===== src/logic/dmp_pkg.sv =====
//----------------------------------------------------------------------
// Purpose: shared constants, carriers and helpers of the dma memory port
//----------------------------------------------------------------------
// Purpose: timing counts, pin layout, reset values and packed carriers
// Assumes: one 250 MHz clock; memory clock and pins are asynchronous
// Notes:   every bit timing count here is derived from a time and the clock rate
package dmp_pkg;

    //------------------------------------------------------------------
    // clock and biphase timing
    //------------------------------------------------------------------
    localparam int CLK_MHZ = 250;          // block clock rate
    localparam int MCLK_MIN_MHZ = 6;       // slowest memory clock served
    localparam int MCLK_MAX_MHZ = 12;      // fastest memory clock served
    localparam int BIT_NS = 1000;          // one biphase bit time
    localparam int BIT_CYC = BIT_NS * CLK_MHZ / 1000;
    localparam int HALF_CYC = BIT_CYC / 2;
    localparam int QUART_CYC = BIT_CYC / 4;
    localparam int CNT_W = $clog2(BIT_CYC + 1);
    localparam int WORD_BITS = 16;
    localparam int BIDX_W = $clog2(WORD_BITS);

    //------------------------------------------------------------------
    // dma transfer limits
    //------------------------------------------------------------------
    localparam int MAX_WORDS = 6;          // most data words in one command
    localparam int BURST_MIN = 2;          // words that make a burst
    localparam int FIFO_DEPTH = 16;

    //------------------------------------------------------------------
    // positions of the synchronised pins
    //------------------------------------------------------------------
    localparam int PIN_MCLK = 0;
    localparam int PIN_GRANT = 1;
    localparam int PIN_RXA_T = 2;          // channel n true at 2 + 2n
    localparam int PIN_RXA_C = 3;          // channel n compl at 3 + 2n
    localparam int PIN_DATA = 6;
    localparam int PIN_W = PIN_DATA + WORD_BITS;
    localparam logic [PIN_W-1:0] PIN_RESET = 22'h000002; // grant idle high

    //------------------------------------------------------------------
    // types
    //------------------------------------------------------------------
    typedef enum logic [1:0] {DS_IDLE, DS_REQ, DS_XFER} dmp_dma_state_t;
    typedef enum logic [1:0] {RX_IDLE, RX_BITS, RX_GAP} dmp_rx_state_t;

    typedef struct packed {
        logic valid;
        logic write;
        logic [15:0] addr;
        logic [2:0] count;
    } dmp_cmd_t;

    typedef struct packed {
        logic mem_request_n;
        logic mem_ack_n;
        logic mem_grant_pass_n;
        logic bus_float_ctl_n;
        logic ram_select_out_n;
        logic ram_read_n;
        logic ram_write_n;
        logic burst;
        logic memory_clock_half;
        logic addrOe;
        logic dataOe;
        logic [15:0] addr;
        logic [15:0] dataOut;
    } dmp_mem_out_t;

    typedef struct packed {
        dmp_rx_state_t st;
        logic [CNT_W-1:0] cnt;
        logic [BIDX_W-1:0] bitIdx;
        logic [WORD_BITS-1:0] shift;
    } dmp_rx_ch_t;

    typedef struct packed {
        logic active;
        logic half;
        logic [CNT_W-1:0] cnt;
        logic [BIDX_W-1:0] bitIdx;
        logic [WORD_BITS-1:0] shift;
        logic lineTrue;
        logic lineCompl;
    } dmp_tx_ch_t;

    // all memory pins inactive
    localparam dmp_mem_out_t MEM_IDLE = '{
        mem_request_n: 1'h1, mem_ack_n: 1'h1, mem_grant_pass_n: 1'h1,
        bus_float_ctl_n: 1'h1, ram_select_out_n: 1'h1, ram_read_n: 1'h1,
        ram_write_n: 1'h1, burst: 1'h0, memory_clock_half: 1'h0,
        addrOe: 1'h0, dataOe: 1'h0, addr: 16'h0000, dataOut: 16'h0000};

    //------------------------------------------------------------------
    // helpers
    //------------------------------------------------------------------
    // register select code is the plain binary of its number
    function automatic logic [3:0] regAddr(input int unsigned num);
        return num[3:0];
    endfunction

    // word count of a command, forced into 1..MAX_WORDS
    function automatic logic [2:0] clampCount(input logic [2:0] c);
        if (c == 3'h0) begin
            return 3'h1;
        end
        if (c > 3'(MAX_WORDS)) begin
            return 3'(MAX_WORDS);
        end
        return c;
    endfunction

endpackage


===== src/logic/dmp_fifo.sv =====
//----------------------------------------------------------------------
// Purpose: word fifo between the biphase receivers and the dma writer
//----------------------------------------------------------------------
// Purpose: flop storage with valid and ready on both sides
// Assumes: depth is a power of two of at least two
// Notes:   level output lets the writer wait for a whole burst
`timescale 1ns/1ps
module dmp_fifo import dmp_pkg::*; #(
    parameter int WIDTH = 16,
    parameter int DEPTH = 16
) (
    // clock and reset
    input wire logic clk,
    input wire logic arst_n,
    // fill side
    input wire logic inValid,
    output logic inReady,
    input wire logic [WIDTH-1:0] inData,
    // drain side
    output logic outValid,
    input wire logic outReady,
    output logic [WIDTH-1:0] outData,
    output logic [$clog2(DEPTH+1)-1:0] level
);
    localparam int AW = $clog2(DEPTH);
    localparam int LW = $clog2(DEPTH + 1);

    if (DEPTH < 2 || (1 << AW) != DEPTH) begin : g_chk
        $error("dmp_fifo depth must be a power of two, two or more");
    end

    typedef struct packed {
        logic [DEPTH-1:0][WIDTH-1:0] mem;
        logic [AW-1:0] rd;
        logic [AW-1:0] wr;
        logic [LW-1:0] cnt;
    } dmp_fifo_st_t;

    dmp_fifo_st_t r;
    dmp_fifo_st_t n;
    logic push;
    logic pop;

    // handshake flags straight from the count
    assign inReady = (r.cnt != LW'(DEPTH));
    assign outValid = (r.cnt != '0);
    assign outData = r.mem[r.rd];
    assign level = r.cnt;
    assign push = inValid & inReady;
    assign pop = outValid & outReady;

    // pointer and count update
    always_comb begin
        n = r;
        if (push) begin
            n.mem[r.wr] = inData;
            n.wr = AW'(r.wr + 1'h1);
        end
        if (pop) begin
            n.rd = AW'(r.rd + 1'h1);
        end
        case ({push, pop})
            2'h2: n.cnt = LW'(r.cnt + 1'h1);
            2'h1: n.cnt = LW'(r.cnt - 1'h1);
            default: n.cnt = r.cnt;
        endcase
    end

    // state register
    always_ff @(posedge clk or negedge arst_n) begin
        if (!arst_n) begin
            r <= '0;
        end else begin
            r <= n;
        end
    end

endmodule


===== src/logic/dmp_top.sv =====
//----------------------------------------------------------------------
// Purpose: dma memory port with two biphase channel pairs
//----------------------------------------------------------------------
// Purpose: request, grant, acknowledge and strobe the shared ram;
//          encode and decode two biphase channels; buffer rx words
// Assumes: memory clock, grant, rx pins and ram data are asynchronous
// Notes:   received words are queued and written to ram by commands
`timescale 1ns/1ps
module dmp_top import dmp_pkg::*; #(
    parameter int FIFO_WORDS = FIFO_DEPTH
) (
    // clock and master reset
    input wire logic clk,
    input wire logic arst_n,
    // memory clock and arbiter
    input wire logic mclk,
    input wire logic mem_grant_n,
    // shared ram
    input wire logic [15:0] ramDataIn,
    output dmp_mem_out_t memOut,
    // biphase receive pairs
    input wire logic rx_chan_a_true,
    input wire logic rx_chan_a_compl,
    input wire logic rx_chan_b_true,
    input wire logic rx_chan_b_compl,
    // biphase transmit pairs
    output logic tx_chan_a_true,
    output logic tx_chan_a_compl,
    output logic tx_chan_b_true,
    output logic tx_chan_b_compl,
    // channel control and status
    input wire logic [1:0] chanEnable,
    output logic [1:0] rxFault,
    // transmit word port
    input wire logic txValid,
    input wire logic txChan,
    input wire logic [15:0] txData,
    output logic [1:0] txBusy,
    // dma command port
    input dmp_cmd_t cmdIn,
    output logic cmdTaken,
    output logic cmdBusy,
    // read data port
    output logic rdValid,
    output logic [15:0] rdData
);
    localparam int LVL_W = $clog2(FIFO_WORDS + 1);

    if (CLK_MHZ < 4 * MCLK_MAX_MHZ || MCLK_MIN_MHZ > MCLK_MAX_MHZ) begin
        : g_chk
        $error("dmp_top clock too slow to sample the memory clock");
    end

    //------------------------------------------------------------------
    // state of the block
    //------------------------------------------------------------------
    typedef struct packed {
        dmp_dma_state_t dma;
        logic wr;
        logic phase;
        logic [2:0] left;
        dmp_mem_out_t mem;
        logic cmdTaken;
        logic cmdBusy;
        logic rdValid;
        logic [15:0] rdData;
        logic [PIN_W-1:0] s1;
        logic [PIN_W-1:0] s2;
        logic mclkPrev;
        dmp_rx_ch_t [1:0] rx;
        logic [1:0] hold;
        logic [1:0][15:0] holdData;
        logic [1:0] rxFault;
        dmp_tx_ch_t [1:0] tx;
        logic [1:0] txBusy;
    } dmp_top_st_t;

    // constant taken by every flop under reset
    function automatic dmp_top_st_t resetState();
        dmp_top_st_t s;
        s = '0;
        s.dma = DS_IDLE;
        s.mem = MEM_IDLE;
        s.s1 = PIN_RESET;
        s.s2 = PIN_RESET;
        return s;
    endfunction

    localparam dmp_top_st_t ST_RESET = resetState();

    dmp_top_st_t r;
    dmp_top_st_t n;
    logic mclkRise;
    logic grantSeen;
    logic [2:0] cmdWords;
    logic pushValid;
    logic [15:0] pushData;
    logic fifoInReady;
    logic fifoValid;
    logic fifoPop;
    logic [15:0] fifoData;
    logic [LVL_W-1:0] fifoLevel;

    //------------------------------------------------------------------
    // received word queue
    //------------------------------------------------------------------
    dmp_fifo #(
        .WIDTH(16),
        .DEPTH(FIFO_WORDS)
    ) u_fifo (
        .clk(clk),
        .arst_n(arst_n),
        .inValid(pushValid),
        .inReady(fifoInReady),
        .inData(pushData),
        .outValid(fifoValid),
        .outReady(fifoPop),
        .outData(fifoData),
        .level(fifoLevel)
    );

    // channel a holding word goes first
    assign pushValid = r.hold[0] | r.hold[1];
    assign pushData = r.hold[0] ? r.holdData[0] : r.holdData[1];
    assign cmdWords = clampCount(cmdIn.count);

    //------------------------------------------------------------------
    // next state
    //------------------------------------------------------------------
    always_comb begin
        n = r;
        fifoPop = 1'h0;
        // pins pass two flops before use
        n.s1 = {ramDataIn, rx_chan_b_compl, rx_chan_b_true,
                rx_chan_a_compl, rx_chan_a_true, mem_grant_n, mclk};
        n.s2 = r.s1;
        n.mclkPrev = r.s2[PIN_MCLK];
        mclkRise = r.s2[PIN_MCLK] & ~r.mclkPrev;
        // grant counts at the edge that raises the half-rate clock
        grantSeen = mclkRise & ~r.mem.memory_clock_half & ~r.s2[PIN_GRANT];
        n.cmdTaken = 1'h0;
        n.rdValid = 1'h0;
        n.rxFault = 2'h0;

        // half-rate memory clock
        if (mclkRise) begin
            n.mem.memory_clock_half = ~r.mem.memory_clock_half;
        end

        // forward a grant that this port does not want
        n.mem.mem_grant_pass_n = (r.dma == DS_IDLE) ?
            r.s2[PIN_GRANT] : 1'h1;

        // dma handshake and word cycles
        case (r.dma)
            DS_IDLE: begin
                if (cmdIn.valid && (!cmdIn.write ||
                    fifoLevel >= LVL_W'(cmdWords))) begin
                    n.dma = DS_REQ;
                    n.cmdTaken = 1'h1;
                    n.wr = cmdIn.write;
                    n.left = cmdWords;
                    n.mem.addr = cmdIn.addr;
                    n.mem.burst = (cmdWords >= 3'(BURST_MIN));
                    n.mem.mem_request_n = 1'h0;
                end
            end
            DS_REQ: begin
                if (grantSeen) begin
                    n.dma = DS_XFER;
                    n.phase = 1'h0;
                    n.mem.mem_request_n = 1'h1;
                    n.mem.mem_ack_n = 1'h0;
                    n.mem.bus_float_ctl_n = 1'h0;
                    n.mem.ram_select_out_n = 1'h0;
                    n.mem.addrOe = 1'h1;
                    n.mem.dataOe = r.wr;
                    if (r.wr) begin
                        n.mem.dataOut = fifoData;
                        fifoPop = 1'h1;
                        n.mem.ram_write_n = 1'h0;
                    end else begin
                        n.mem.ram_read_n = 1'h0;
                    end
                end
            end
            DS_XFER: begin
                // one word spans two memory clock rises
                if (mclkRise) begin
                    if (!r.phase) begin
                        n.phase = 1'h1;
                        n.mem.ram_read_n = 1'h1;
                        n.mem.ram_write_n = 1'h1;
                        if (!r.wr) begin
                            n.rdValid = 1'h1;
                            n.rdData = r.s2[PIN_DATA +: 16];
                        end
                    end else if (r.left == 3'h1) begin
                        n.dma = DS_IDLE;
                        n.mem.mem_ack_n = 1'h1;
                        n.mem.bus_float_ctl_n = 1'h1;
                        n.mem.ram_select_out_n = 1'h1;
                        n.mem.addrOe = 1'h0;
                        n.mem.dataOe = 1'h0;
                        n.mem.burst = 1'h0;
                    end else begin
                        n.left = 3'(r.left - 1'h1);
                        n.mem.addr = 16'(r.mem.addr + 1'h1);
                        n.phase = 1'h0;
                        if (r.wr) begin
                            n.mem.dataOut = fifoData;
                            fifoPop = 1'h1;
                            n.mem.ram_write_n = 1'h0;
                        end else begin
                            n.mem.ram_read_n = 1'h0;
                        end
                    end
                end
            end
            default: begin
                n.dma = DS_IDLE;
                n.mem = MEM_IDLE;
            end
        endcase
        n.cmdBusy = (n.dma != DS_IDLE);

        // queue takes a held word; a new word beats the clear
        if (pushValid && fifoInReady) begin
            if (r.hold[0]) begin
                n.hold[0] = 1'h0;
            end else begin
                n.hold[1] = 1'h0;
            end
        end

        for (int ch = 0; ch < 2; ch++) begin
            // biphase receiver, sampled mid first half of each bit
            case (r.rx[ch].st)
                RX_IDLE: begin
                    if (chanEnable[ch] && (r.s2[PIN_RXA_T + 2 * ch] ^
                        r.s2[PIN_RXA_C + 2 * ch])) begin
                        n.rx[ch].st = RX_BITS;
                        n.rx[ch].cnt = CNT_W'(QUART_CYC);
                        n.rx[ch].bitIdx = '0;
                    end
                end
                RX_BITS: begin
                    if (r.rx[ch].cnt != '0) begin
                        n.rx[ch].cnt = CNT_W'(r.rx[ch].cnt - 1'h1);
                    end else if (r.s2[PIN_RXA_T + 2 * ch] ==
                        r.s2[PIN_RXA_C + 2 * ch]) begin
                        n.rx[ch].st = RX_GAP;
                        n.rxFault[ch] = 1'h1;
                    end else begin
                        n.rx[ch].shift = {r.rx[ch].shift[14:0],
                            r.s2[PIN_RXA_T + 2 * ch]};
                        if (r.rx[ch].bitIdx == BIDX_W'(WORD_BITS - 1)) begin
                            n.rx[ch].st = RX_GAP;
                            if (n.hold[ch]) begin
                                n.rxFault[ch] = 1'h1;
                            end else begin
                                n.hold[ch] = 1'h1;
                                n.holdData[ch] = n.rx[ch].shift;
                            end
                        end else begin
                            n.rx[ch].bitIdx = BIDX_W'(r.rx[ch].bitIdx + 1'h1);
                            n.rx[ch].cnt = CNT_W'(BIT_CYC - 1);
                        end
                    end
                end
                RX_GAP: begin
                    if (!r.s2[PIN_RXA_T + 2 * ch] &&
                        !r.s2[PIN_RXA_C + 2 * ch]) begin
                        n.rx[ch].st = RX_IDLE;
                    end
                end
                default: n.rx[ch].st = RX_IDLE;
            endcase

            // biphase transmitter, msb first, idle low on both lines
            if (!r.tx[ch].active || !chanEnable[ch]) begin
                n.tx[ch].active = 1'h0;
                n.tx[ch].lineTrue = 1'h0;
                n.tx[ch].lineCompl = 1'h0;
                if (!r.tx[ch].active && txValid && chanEnable[ch] &&
                    int'(txChan) == ch) begin
                    n.tx[ch].active = 1'h1;
                    n.tx[ch].half = 1'h0;
                    n.tx[ch].bitIdx = '0;
                    n.tx[ch].shift = txData;
                    n.tx[ch].cnt = CNT_W'(HALF_CYC - 1);
                    n.tx[ch].lineTrue = txData[15];
                    n.tx[ch].lineCompl = ~txData[15];
                end
            end else if (r.tx[ch].cnt != '0) begin
                n.tx[ch].cnt = CNT_W'(r.tx[ch].cnt - 1'h1);
            end else if (!r.tx[ch].half) begin
                n.tx[ch].half = 1'h1;
                n.tx[ch].lineTrue = r.tx[ch].lineCompl;
                n.tx[ch].lineCompl = r.tx[ch].lineTrue;
                n.tx[ch].cnt = CNT_W'(HALF_CYC - 1);
            end else if (r.tx[ch].bitIdx == BIDX_W'(WORD_BITS - 1)) begin
                n.tx[ch].active = 1'h0;
                n.tx[ch].lineTrue = 1'h0;
                n.tx[ch].lineCompl = 1'h0;
            end else begin
                n.tx[ch].bitIdx = BIDX_W'(r.tx[ch].bitIdx + 1'h1);
                n.tx[ch].shift = {r.tx[ch].shift[14:0], 1'h0};
                n.tx[ch].half = 1'h0;
                n.tx[ch].lineTrue = r.tx[ch].shift[14];
                n.tx[ch].lineCompl = ~r.tx[ch].shift[14];
                n.tx[ch].cnt = CNT_W'(HALF_CYC - 1);
            end
            n.txBusy[ch] = n.tx[ch].active;
        end
    end

    //------------------------------------------------------------------
    // state register
    //------------------------------------------------------------------
    always_ff @(posedge clk or negedge arst_n) begin
        if (!arst_n) begin
            r <= ST_RESET;
        end else begin
            r <= n;
        end
    end

    // outputs straight from the state flops
    assign memOut = r.mem;
    assign tx_chan_a_true = r.tx[0].lineTrue;
    assign tx_chan_a_compl = r.tx[0].lineCompl;
    assign tx_chan_b_true = r.tx[1].lineTrue;
    assign tx_chan_b_compl = r.tx[1].lineCompl;
    assign txBusy = r.txBusy;
    assign rxFault = r.rxFault;
    assign cmdTaken = r.cmdTaken;
    assign cmdBusy = r.cmdBusy;
    assign rdValid = r.rdValid;
    assign rdData = r.rdData;

endmodule

===== config.mk =====
export PLATFORM = sky130hd
export DESIGN_NAME = dmp_top
export DESIGN_NICKNAME = d
export VERILOG_FILES = /design/src/logic/dmp_pkg.sv /design/src/logic/dmp_fifo.sv /design/src/logic/dmp_top.sv
export SDC_FILE = /design/constraint.sdc
export NUM_CORES = 1
export LEC_CHECK = 0
export BUFFER_PORTS_ARGS = -buffer_cell sky130_fd_sc_hd__buf_2
export CAP_MARGIN = 20
export CORE_ASPECT_RATIO = 0.6
export CORE_MARGIN = 5
export CORE_UTILIZATION = 42
export DETAILED_ROUTE_END_ITERATION = 16
export SLEW_MARGIN = 20
export SYNTH_ARGS = -nofsm -noshare
export SYNTH_HDL_FRONTEND = slang
export SYNTH_SLANG_ARGS = --single-unit

===== constraint.sdc =====
create_clock -name clk -period 7.8 [get_ports clk]
set_input_delay 1.56 -clock clk [delete_from_list [all_inputs] [get_ports clk]]
set_output_delay 1.56 -clock clk [all_outputs]
set_load 0.05 [all_outputs]

; Word level (Yosys, flattened, before mapping)
; Index checks and enable logic that the tools add are counted.
[word_totals]
register_bits = 543
out_inout_bits = 70
input_bits = 65
elab_cells = 373
[op_classes]
muxes = 140
magnitude_cmp = 6
bitwise = 26
addsub = 14
n_reduce_logical = 69
n_eq_ne = 48
[op_table]
columns = operator, count
row1 = bitwise mux 256 bit, 1
row2 = two-way mux 32 bit, 5
row3 = two-way mux 16 bit, 6
row4 = one-hot mux 16 bit (3 select lines), 2
row5 = two-way mux 20 bit, 4
row6 = two-way mux 17 bit, 4
row7 = two-way mux 34 bit, 2
row8 = binary-select mux 16 bit (select 4 bit), 1
row9 = demux 16 bit (select 4 bit), 1
row10 = two-way mux 29 bit, 2
row11 = two-way mux 28 bit, 2
row12 = two-way mux 2 bit, 26
row13 = one-hot mux 12 bit (2 select lines), 2
row14 = two-way mux 1 bit, 47
row15 = AND reduction 5 bit, 9
row16 = two-way mux 22 bit, 2
row17 = "inequality test 2 bit, second input constant", 19
row18 = two-way mux 8 bit, 4
row19 = AND reduction 4 bit, 8
row20 = nonzero test 8 bit, 4
row21 = "subtractor 8 x 1 -> 8 bit, second input constant", 4
row22 = two-way mux 14 bit, 2
row23 = "adder 4 x 1 -> 4 bit, second input constant", 6
row24 = two-way mux 12 bit, 2
row25 = 42 further kinds, 138

; Logic depth before layout (Yosys ltp)
; Gate-level depths: netlist (run 1).
[depth]
ltp_word = 11
mapped_depth = 13
mapped_depth_nobuf = 13

; Hierarchy
; From an unflattened synthesis (run 1), not the netlist that was laid out.
[hier_totals]
hier_cells = 1961
hier_area_um2 = 25159.1
[modules_own_cells]
columns = mod, seq_area_each_um2, cells_per_inst, area_per_inst_um2, instances
row1 = dmp_fifo, 6731.5, 850, 12803.5, 1
row2 = dmp_top, 6741.5, 1111, 12355.6, 1

; Worst setup path after synthesis (run 1)
; No wires, ideal clock.
[synth_timing]
kind = input-to-reg
start = input port cmdIn[1] (netlist bit)
end = register r (netlist bit memOut[27])
required_time_ns = 7.669
path_slack_ns = 4.432
cell_stages = 10
arrival_time_ns = 3.237
cell_sequence = nor2_1 -> nor2_1 -> a21oi_1 -> ha_1 -> nor3b_1 -> o211ai_1 -> and3_1 -> clkbuf_1 -> and4b_1 -> or3_1
[synth_between]
elab_chain_len = 10
[synth_rtl]
columns = item, line_no
row1 = "start, declared", dmp_top.sv:40  ; input dmp_cmd_t cmdIn,
row2 = > comparator 3 bit, dmp_pkg.sv:107  ; if (c > 3'(MAX_WORDS)) begin
row3 = two-way mux 1 bit (2 in series), dmp_pkg.sv:107
row4 = two-way mux 3 bit, dmp_pkg.sv:110  ; return c;
row5 = two-way mux 3 bit (*), dmp_pkg.sv:107
row6 = >= comparator 5 x 3 -> 1 bit (*), dmp_top.sv:158  ; fifoLevel >= LVL_W'(cmdWords))) begin
row7 = logical OR 1 bit (*), dmp_top.sv:157  ; if (cmdIn.valid && (!cmdIn.write ||
row8 = logical AND 1 bit (*), dmp_top.sv:157
row9 = inequality test 2 x 1 -> 1 bit (no line) (*), -
row10 = AND reduction 5 bit (no line) (*), -
row11 = "end signal, assigned", dmp_top.sv:325  ; r <= n;
row12 = "end, declared", dmp_top.sv:91  ; dmp_top_st_t r;
; Every way passes the cells marked *; elsewhere a longest branch is shown, timed or not. The select of a mux whose other input is x is not followed.
; A chain may end at the register's enable or synchronous reset.

; Worst setup path in the final report (run 1)
[layout_timing]
start = register r[275] (netlist bit)
end = register u_fifo.r (netlist bit u_fifo.level[4])
[layout_between]
elab_chain_len = 5
[layout_rtl]
columns = item, line_no
row1 = equality test 2 bit / equality test 2 x 1 -> 1 bit (equally long branches), dmp_top.sv:155  ; case (r.dma)
row2 = one-hot mux 1 bit (2 select lines) (*), dmp_top.sv:155
row3 = AND 1 bit (*), dmp_fifo.sv:50  ; assign pop = outValid & outReady;
row4 = named net u_fifo.pop, dmp_fifo.sv:42  ; logic pop;
row5 = equality test 2 x 1 -> 1 bit / equality test 2 bit (equally long branches), dmp_fifo.sv:62  ; case ({push, pop})
row6 = one-hot mux 5 bit (2 select lines) / nonzero test 2 bit (equally long branches), -
row7 = "end signal, assigned", dmp_fifo.sv:74  ; r <= n;
row8 = "end, declared", dmp_fifo.sv:39  ; dmp_fifo_st_t r;
; Mark *: on every way through the listed nets, which the timed path passes. The rest lies on a longest branch.

==> summary.txt, run 1 <==
Route
  – WL per Instance: 18.6 um
  – Via count: 16,471
  – Mean number of vias per cell: 5.45
  – Initial drt markers: 1,306
  – DR pass1 iterations: 5
  – Post-DRT Antenna Nets: 0
  – DRC violations left: 0
  – Final WL: 56.2 mm

Synth
  – Ys flop type: dfrtp_1
  – Yosys top cell area share: 54.6%
  – Synth Register Bits: 538
  – Yosys warns: 0
  – Synth Instances: 2,173
  – Synth Cell Area: 24,300 um2
  – Netlist cell types: 94
  – Post-synth EDFFs: 0
  – Synth Area per Inst: 11.2 um2
  – Largest cells by area after synthesis: dfrtp_1 (55%), mux4_2 (5.9%), a21oi_1 (5.4%)
  – Sequential element share of the synthesized area: 55.5%
  – Syn nets: 2,273
  – Post-synth ARST share: 100%
  – Cell taking the most area after synthesis: dfrtp_1

Place
  – Port Buf Inserts: 134
  – Placed cell count: 2,927
  – DP Area: 25,300 um2
  – Placer's final routability congestion estimate: 0.766
  – Dpl ws: 3.64 ns
  – DPL Wire Length: 35.4 mm

STA
  – Final Worst Setup Slack: 4.19 ns
  – Slew Viols, Final: 0
  – Final setup TNS: 0 ns
  – Max frequency: 277 MHz
  – Post-Route Skew: 0.0248 ns
  – Final setup vio count: 0
  – Hold Fails Final Rpt: 0
  – Worst-margin pin slew: 1.07 ns
  – Max-slew headroom: 28.7%
  – Final min period: 3.61 ns
  – Fin crit share: 46.2%
  – RSZ-0062 raised after global routing: no

Min path
  – Hold Path Cell Cnt: 0
  – Hold Crit Start: n[182]$_DFF_PN0_
  – Hold Crit Class: flop to flop
  – Min-Delay Endpoint: r[182]$_DFF_PN0_

Critical path
  – Critical Path Fanout Max: 5
  – RR Endpoint: u_fifo.level[4]$_DFFE_PN0P_
  – R2r startpoint: r[275]$_DFF_PN0_
  – CP cell instances: inv_1 -> ha_1 -> nor4b_1 -> o21a_1 -> ha_1 -> inv_1 -> fa_1 -> nor2b_1 -> o21ai_0 -> nand3_1 -> or3b_2 -> xnor2_1
  – Crit path DAT: 4.07 ns
  – Setup crit end kind: flop
  – Max incr delay on CP: 0.65 ns
  – WS Path Type: flop to flop
  – FF-to-FF path depth: 12
  – Buf/Inv on CP: 2
  – Flop2flop setup slack: 4.19 ns
  – Slowest CP cell: nor4b_1
  – CP delay by family, top: simple AND/OR/NAND/NOR gates
  – Critical Path RT: 8.27 ns
  – Startpoint types: flop

CTS
  – Post-CTS setup buffer count: 0
  – Root Buffer: clkbuf_16
  – TritonCTS Buffers: 52
  – CTS tree: yes
  – Num Clock Sinks: 538
  – Clock transition at path regs: 0.06 ns
  – Later-pin clock latency in the skew report: 0.61 ns
  – Post-CTS Hold Fix Bufs: 0
  – Post-CTS Resized: 0
  – CTS max path bufs: 3
  – H-tree levels: 2

Power
  – P per Cell Area: 267 nW/um2
  – Leakage: 12.3 nW
  – Maximum VDD drop: 179 uV

GRT
  – Total gr overflow: 0
  – Vias in the first global route: 16,422
  – GRT Resource Usage Total: 17.9%
  – Initial antenna violation count: 1
  – First-pass GRT wire length: 91.7 mm
  – Largest net degree at the start of global routing: 177

Final layout
  – Layout cells sized above 1: 20.4%
  – Nets: 2,312
  – Most frequent cells in the layout: dfrtp_1 (527), a21oi_1 (260), nor2_1 (253), nand2_1 (203), buf_2 (133)
  – Register Area: 13,500 um2
  – Non-filler cells, final: 3,024
  – Area of the multi-input gates: 9590 um2
  – Filler Cells Inserted: 5,209
  – Commonest non-fill, non-tap cell in the layout: dfrtp_1
  – ANT cells: 0
  – Fin area: 27,100 um2
  – Area delta synth->final: 11.7%

Die
  – Initial core utilization: 42.4%
  – Die X: 320 um
  – Core area: 57,300 um2
  – Standard-cell rows: 68
  – Die Height: 196 um
  – I/O pin count: 135
  – Die ar.: 62,900 um2

Flow run
  – Max Cap Viol: 0

Run status
  – Outcome: complete, no violations
final cells by class:
type | instances | area share [%]
sequential | 538 | 49.7
inverter | 51 | 0.706
tap | 770 | 3.55
timing repair buffer | 178 | 3.89
clock inverter | 25 | 1.22
clock buffer | 71 | 5.58
multi-input combinational | 1391 | 35.4
Yosys cell counts, types with 35 or more instances:
master	instances
dfrtp_1	530
nor2_1	261
a21oi_1	260
nand2_1	203
o21ai_0	90
clkbuf_1	73
buf_4	67
mux4_2	64
inv_1	51
mux2i_1	50
mux2_2	46
buf_2	41
o21ai_1	35
metrics by stage:
stage,power [mW],util [%],hold slack [ns]
2_1_floorplan,4.36,-,0.331
3_3_place_gp,4.58,44.1,0.332
3_5_place_dp,4.62,44.1,0.335
4_1_cts,7.33,47.3,0.345
5_1_grt,7.60,47.3,0.356
6_report,7.25,47.3,0.344
layer usage:
metal / routed length, um / part of all wire, % / track usage (%) / vias up
met5: 0 / 0 / 0 / -
met4: 993 / 1.8 / 4.29 / 0
met3: 3070 / 5.5 / 3.32 / 76
met2: 25500 / 45 / 27.7 / 372
met1: 26700 / 47 / 26.5 / 8314
li1: - / - / - / 7709
power breakdown:
| group | leakage (nW) | switching (mW) | internal (mW) |
|---|---|---|---|
| clock network | 0.896 | 1.12 | 1.57 |
| registers | 7.15 | 0.206 | 3.03 |
| logic | 4.26 | 0.943 | 0.389 |
| total | 12.3 | 2.27 | 4.98 |
how the worst max path moves through the flow:
stage / start / cells after the start / endpoint
4_1_cts: r[275]$_DFF_PN0_ / 12 / u_fifo.level[4]$_DFFE_PN0P_
2_1_floorplan: cmdIn[1] / 10 / memOut[27]$_DFFE_PN0P_
3_3_place_gp: cmdIn[1] / 10 / memOut[31]$_DFFE_PN0P_
6_report: r[275]$_DFF_PN0_ / 12 / u_fifo.level[4]$_DFFE_PN0P_
5_1_grt: r[275]$_DFF_PN0_ / 12 / u_fifo.level[4]$_DFFE_PN0P_
3_5_place_dp: cmdIn[1] / 10 / memOut[31]$_DFFE_PN0P_
cells by family after synthesis:
kind of cell	share of synthesized area, %
xor+xnor	0.685
flops	55.5
simple gates	12.0
compound gates	13.2
buf+inv	5.33
mux	11.5
fa+ha+maj	1.83
flip-flops by register name (all words and copies together) (netlist names):
register and flops:
cmdBusy 1, cmdTaken 1, memOut 42, n 23
r 177, rdData 16, rdValid 1, rxFault 2
txBusy 2, tx_chan_a_compl 1, tx_chan_a_true 1, tx_chan_b_compl 1
tx_chan_b_true 1, u_fifo.level 5, u_fifo.r 264
Note: power is estimated with default switching activity, not from simulation.
==> run 2, diff against run 1 <==
--- a/config.mk
+++ b/config.mk
@@ -5,6 +5,7 @@
 export SDC_FILE = /design/constraint.sdc
 export NUM_CORES = 1
 export LEC_CHECK = 0
+export ABC_AREA = 1
 export BUFFER_PORTS_ARGS = -buffer_cell sky130_fd_sc_hd__buf_2
 export CAP_MARGIN = 20
 export CORE_ASPECT_RATIO = 0.6
==> constraint.sdc (replaced) <==
create_clock -name clk -period 3.55 [get_ports clk]
set_input_delay 0.71 -clock clk [delete_from_list [all_inputs] [get_ports clk]]
set_output_delay 0.71 -clock clk [all_outputs]
set_load 0.05 [all_outputs]
==> summary.txt, run 2 <==
Power
  – Final Power: 16.0 mW (+120%)
  – P per Cell Area: 565 nW/um2 (+110%)
  – Maximum VDD drop: 356 uV (+99%)
  – Leakage: 14.0 nW (+14%)

CTS
  – Post-CTS Resized: 0 (unchanged)
  – Post-CTS Hold Fix Bufs: 0 (unchanged)
  – Post-CTS setup buffer count: 0 (unchanged)
  – Later-pin clock latency in the skew report: 0.61 ns (about the same)
  – Clock transition at path regs: 0.06 ns (about the same)
  – Num Clock Sinks: 538 (unchanged)
  – Root Buffer: clkbuf_16
  – CTS max path bufs: 3 (unchanged)
  – CTS tree: yes
  – H-tree levels: 2 (unchanged)
  – TritonCTS Buffers: 52 (unchanged)

STA
  – Max-slew headroom: 33.1% (+4.4 points)
  – Fin crit share: 82.8% (+37 points)
  – Hold Fails Final Rpt: 0 (unchanged)
  – Final min period: 2.94 ns (-0.667 ns)
  – Final setup vio count: 0 (unchanged)
  – RSZ-0062 raised after global routing: no
  – Final setup TNS: 0 ns (unchanged)
  – Hold Worst Slack: 0.113 ns (-0.231 ns)
  – Max frequency: 340 MHz (+23%)
  – Final Worst Setup Slack: 0.611 ns (-3.58 ns)
  – Worst-margin pin slew: 1.00 ns (-0.0638 ns)
  – Slew Viols, Final: 0 (unchanged)
  – Post-Route Skew: 0.0254 ns (+0.000535 ns)

Route
  – Mean number of vias per cell: 5.20 (-4.6%)
  – DR pass1 iterations: 6 (+1)
  – Via count: 20,843 (+27%)
  – Final WL: 67.5 mm (+20%)
  – Initial drt markers: 1,816 (+39%)
  – DRC violations left: 0 (unchanged)
  – WL per Instance: 16.8 um (-9.5%)
  – Post-DRT Antenna Nets: 0 (unchanged)

Final layout
  – Post-layout util: 46.7% (-0.57 points)
  – Non-filler cells, final: 4,011 (+33%)
  – Largest register by flop count: u_fifo.r
  – ANT cells: 0 (unchanged)
  – Commonest non-fill, non-tap cell in the layout: nand2_1
  – Most frequent cells in the layout: nand2_1 (1,026), dfrtp_1 (528), o21ai_0 (400), inv_1 (283), nand3_1 (185)
  – Area delta synth->final: 10.6%
  – Nets: 3,244 (+40%)
  – Fin area: 28,400 um2 (+4.6%)
  – Max reg flops: 264 (unchanged)
  – Layout cells sized above 1: 10.5% (-9.9 points)

Synth
  – Post-synth EDFFs: 0 (unchanged)
  – Synth Instances: 3,133 (+44%)
  – Sequential element share of the synthesized area: 52.5% (-2.9 points)
  – Yosys warns: 0 (unchanged)
  – Cell taking the most area after synthesis: dfrtp_1
  – Netlist cell types: 55 (-41%)
  – Most frequent cell after synthesis: nand2_1
  – Synth Register Bits: 538 (unchanged)
  – Synth Cell Area: 25,600 um2 (+5.6%)
  – Yosys top cell area share: 51.7% (-2.9 points)
  – Synth top cells by count: nand2_1 (1,026), dfrtp_1 (530), o21ai_0 (400)
  – Largest cells by area after synthesis: dfrtp_1 (52%), nand2_1 (15%), o21ai_0 (7.8%)
  – Ys flop type: dfrtp_1
  – Post-synth ARST share: 100% (unchanged)
  – Synth Area per Inst: 8.19 um2 (-27%)
  – Syn nets: 3,233 (+42%)

Critical path
  – Critical Path Fanout Max: 10 (+5)
  – Critical Path RT: 4.03 ns (-4.24 ns)
  – Crit. Startpoint: r[274]$_DFF_PN0_
  – Crit path DAT: 3.42 ns (-0.65 ns)
  – WS Path Type: flop to flop
  – Startpoint types: flop
  – R2r startpoint: r[274]$_DFF_PN0_
  – Setup crit end kind: flop

Run status
  – Outcome: complete, no violations

Die
  – Die ar.: 66,300 um2 (+5.4%)
  – Initial core utilization: 42.3% (-0.093 points)
  – Core area: 60,700 um2 (+5.8%)
  – I/O pin count: 135 (unchanged)
  – Die Height: 201 um (+2.6%)
  – Standard-cell rows: 70 (+2.9%)
  – Die X: 329 um (+2.7%)

GRT
  – Largest net degree at the start of global routing: 191 (+7.9%)
  – First-pass GRT wire length: 110 mm (+20%)
  – Total gr overflow: 0 (unchanged)
  – Vias in the first global route: 20,111 (+22%)
  – GRT Resource Usage Total: 20.2% (+2.3 points)
  – Initial antenna violation count: 0 (-1)

Place
  – Placer's final routability congestion estimate: 0.816 (+6.6%)
  – Placed cell count: 3,918 (+34%)
  – Port Buf Inserts: 134 (unchanged)
  – DP Area: 26,600 um2 (+5.4%)
  – DPL Wire Length: 44.2 mm (+25%)
  – Dpl ws: 0.614 ns (-3.03 ns)

Flow run
  – Max Cap Viol: 0 (unchanged)

Min path
  – Hold Crit Class: primary input to asynchronous set/reset pin
## run 2: cell count changes after synthesis, sizes merged, moves of 155 or more
cell   previous run  this run
nand3            31       186
nand2           204      1036
nor2            262       105
a21oi           261       104
o21ai           129       446
inv              51       290
## run 2: power by group
group | total (mW) | leakage [nW] | switching (mW) | internal [mW]
clock network | 5.72 | 0.872 | 2.44 | 3.28
logic | 3.19 | 5.94 | 2.32 | 0.866
registers | 7.13 | 7.21 | 0.435 | 6.70
total | 16.0 | 14.0 | 5.20 | 10.8
## run 2: per-layer routing
layer  global-route usage [%]  vias up  wire length, um
met2                     29.3      643            28400
met5                        0        -                0
met4                     4.77        0             1160
met3                     3.55       93             4690
met1                     31.5    10059            33300
li1                         -    10048                -
## run 2: worst paths after layout
| kind | end | slack [ns] | cells after the start |
|---|---|---|---|
| max reg2reg | u_fifo.level[3]$_DFFE_PN0P_ | 0.61 | 16 |
| min reg2reg | r[167]$_DFF_PN0_ | 0.35 | 0 |
| min | rdData[8]$_DFFE_PN0P_ | 0.11 | 1 |
| min in group clk | n[164]$_DFF_PN1_ | 0.20 | 1 |
| max in group asynchronous | u_fifo.r[41]$_DFFE_PN0P_ | 2.51 | 2 |
| max | u_fifo.level[3]$_DFFE_PN0P_ | 0.61 | 16 |
## run 2: critical path, cell delays in order (launching register included)
cell	delay [ns]
dfrtp_1	0.43
inv_1	0.10
ha_1	0.22
inv_4	0.08
nor2_1	0.21
nand3_1	0.10
nand2_1	0.08
nand3_1	0.13
inv_1	0.15
ha_1	0.30
ha_1	0.28
nand2_1	0.06
inv_1	0.03
o21ai_0	0.26
a21oi_1	0.12
o21ai_0	0.16
o21ai_0	0.11
## run 2: logic make-up after synthesis
kind of cell	synth area share, %
adder cells (fa/ha/maj)	1.74
AO/OA/AOI/OAI	13.8
AND/OR/NAND/NOR	22.0
flip-flops	52.5
buffers and inverters	9.07
XOR/XNOR	0.854
## run 2: area by class of cell
type,count,area (um2)
Timing Repair Buffer,181,1150
Fill cell,5859,32300
Clock inverter,16,163
Tap cell,828,1040
Sequential cell,538,13500
Multi-Input combinational cell,2079,9860
Clock buffer,77,1580
Inverter,292,1100
==> run 3, diff against run 2 <==
--- a/config.mk
+++ b/config.mk
@@ -5,7 +5,7 @@
 export SDC_FILE = /design/constraint.sdc
 export NUM_CORES = 1
 export LEC_CHECK = 0
-export ABC_AREA = 1
+export ABC_AREA = 0
 export BUFFER_PORTS_ARGS = -buffer_cell sky130_fd_sc_hd__buf_2
 export CAP_MARGIN = 20
 export CORE_ASPECT_RATIO = 0.6
==> constraint.sdc (replaced) <==
create_clock -name clk -period 2.6 [get_ports clk]
set_input_delay 0.52 -clock clk [delete_from_list [all_inputs] [get_ports clk]]
set_output_delay 0.52 -clock clk [all_outputs]
set_load 0.05 [all_outputs]
==> summary.txt, run 3 (synthesized netlist as in run 1, its figures left out) <==
Run status
  – Outcome: complete, but fails checks
  – Violated checks: negative setup slack

Route
  – DR pass1 iterations: 7 (+1)
  – Final WL: 60.0 mm (-11%)
  – Initial drt markers: 1,384 (-24%)
  – Mean number of vias per cell: 5.43 (+4.5%)
  – WL per Instance: 19.3 um (+14%)
  – Post-DRT Antenna Nets: 0 (unchanged)
  – DRC violations left: 0 (unchanged)
  – Via count: 16,921 (-19%)

Power
  – Final Power: 21.8 mW (+36%)
  – P per Cell Area: 781 nW/um2 (+38%)
  – Maximum VDD drop: 442 uV (+24%)
  – Leakage: 12.8 nW (-8.9%)

Die
  – Die ar.: 62,900 um2 (-5.1%)
  – Initial core utilization: 42.4% (+0.093 points)
  – Core area: 57,300 um2 (-5.5%)
  – I/O pin count: 135 (unchanged)
  – Die X: 320 um (-2.6%)
  – Standard-cell rows: 68 (-2.9%)
  – Die Height: 196 um (-2.6%)

Critical path
  – Buf/Inv on CP: 2 (-2)
  – CP delay by family, top: adder cells
  – Max incr delay on CP: 0.42 ns (about the same)
  – WS Path Type: flop to flop
  – Critical Path Fanout Max: 4 (-6)
  – Crit path DAT: 3.10 ns (-0.32 ns)
  – CP cell instances: inv_2 -> ha_4 -> nand2_2 -> a21oi_2 -> o21a_1 -> ha_4 -> inv_2 -> fa_2 -> nor2b_2 -> o21ai_2 -> nand3_1 -> or3b_4 -> xnor2_1
  – Critical Path RT: 3.09 ns (-0.94 ns)
  – Setup crit end kind: flop
  – Flop2flop setup slack: -0.009 ns (-0.62 ns)
  – Slowest CP cell: dfrtp_1
  – R2r startpoint: r[275]$_DFF_PN0_
  – Startpoint types: flop
  – Crit. Startpoint: r[275]$_DFF_PN0_

Place
  – DPL Wire Length: 39.0 mm (-12%)
  – Dpl ws: -0.130 ns (-0.744 ns)
  – Placed cell count: 2,998 (-23%)
  – Placer's final routability congestion estimate: 0.819 (+0.36%)
  – Port Buf Inserts: 134 (unchanged)

GRT
  – Vias in the first global route: 17,169 (-15%)
  – Total gr overflow: 0 (unchanged)
  – GRT Resource Usage Total: 19.1% (-1.2 points)
  – Initial antenna violation count: 0 (unchanged)
  – Largest net degree at the start of global routing: 64 (-66%)
  – First-pass GRT wire length: 96.9 mm (-12%)

CTS
  – TritonCTS Buffers: 52 (unchanged)
  – H-tree levels: 2 (unchanged)
  – Later-pin clock latency in the skew report: 0.61 ns (about the same)
  – CTS max path bufs: 3 (unchanged)
  – CTS tree: yes
  – Root Buffer: clkbuf_16
  – Num Clock Sinks: 538 (unchanged)
  – Clock transition at path regs: 0.06 ns (about the same)

Final layout
  – Commonest non-fill, non-tap cell in the layout: dfrtp_1
  – Layout cells sized above 1: 23.0% (+12 points)
  – Non-filler cells, final: 3,115 (-22%)
  – ANT cells: 0 (unchanged)
  – Area delta synth->final: 15.2%
  – Most frequent cells in the layout: dfrtp_1 (526), a21oi_1 (259), nor2_1 (252), nand2_1 (202), buf_2 (133)
  – Largest register by flop count: u_fifo.r
  – Max reg flops: 264 (unchanged)
  – Nets: 2,406 (-26%)

Min path
  – Hold Crit Class: primary input to flop
  – Hold Crit Start: rx_chan_a_compl

Flow run
  – Max Cap Viol: 0 (unchanged)

STA
  – Max frequency: 383 MHz (+13%)
  – RSZ-0062 raised after global routing: yes
  – Post-Route Skew: 0.0423 ns (+0.0170 ns)
  – Final min period: 2.61 ns (-0.330 ns)
  – Hold Fails Final Rpt: 0 (unchanged)
  – Final setup TNS: -0.00907 ns (-0.00907 ns)
  – Max-slew headroom: 41.1% (+7.9 points)
  – Final setup vio count: 1 (+1)
  – Final Worst Setup Slack: -0.00907 ns (-0.620 ns)
  – Fin crit share: 100% (+18 points)
  – Slew Viols, Final: 0 (unchanged)
  – Worst-margin pin slew: 0.875 ns (-0.128 ns)
run 3: cell count changes in the layout (fill, tap and decap cells not counted), moves of 47 or more:
cell / delta
a21oi_1: +156
buf_4: +66
inv_1: -235
mux2i_1: +50
mux4_2: +64
nand2_1: -824
nand3_1: -156
nor2_1: +174
o211ai_1: -47
o21ai_0: -311
run 3: report_power, final:
group / switching (mW) / leakage, nW / internal, mW
Combinational: 3.03 / 4.77 / 1.49
Sequential: 0.591 / 7.15 / 9.09
Clock: 3.29 / 0.847 / 4.36
Total: 6.91 / 12.8 / 14.9
run 3: path summary, 6_finish.rpt:
path / to / cells after the start
worst min register to register: r[168]$_DFF_PN0_ / 0
worst max register to register: u_fifo.level[4]$_DFFE_PN0P_ / 13
min in group asynchronous: rdData[2]$_DFFE_PN0P_ / 2
worst max-delay path: u_fifo.level[4]$_DFFE_PN0P_ / 13
worst min-delay path: n[166]$_DFF_PN0_ / 1
max in group asynchronous: r[56]$_DFFE_PN0P_ / 3
run 3: final cells by class:
cell class / count / area [um2]
Timing Repair Buffer: 272 / 1960
Tap cell: 770 / 963
Inverter: 51 / 194
Clock buffer: 77 / 1530
Multi-Input combinational cell: 1391 / 9690
Fill cell: 5171 / 29400
Clock inverter: 16 / 174
Sequential cell: 538 / 13500
run 3: repair_timing:
action / 4_1_cts / 5_1_grt
pin swaps: 6 / 1
hold buffers: 18 / 0
gates resized for setup: 3 / 3
setup endpoints to repair: 1 / 1
buffers inserted: 4 / 2
endpoints found under the hold margin: 61 / 0
run 3: through the flow:
stage / util, % / cell area (um2) / hold WS, ns
floorplan: - / 24400 / 0.224
global placement: 45.4 / 26000 / 0.333
detailed placement: 45.4 / 26000 / 0.335
CTS: 48.8 / 28000 / 0.000794
global route: 48.8 / 28000 / 0.0132
finish: 48.8 / 28000 / 0.0391
run 3: layer usage:
metal | global-route usage, % | routed length (um) | part of all wire (%)
met1 | 29.0 | 29300 | 49
met2 | 28.7 | 26100 | 43
met3 | 3.58 | 3640 | 6.1
met4 | 4.15 | 1040 | 1.7
met5 | 0 | 0 | 0
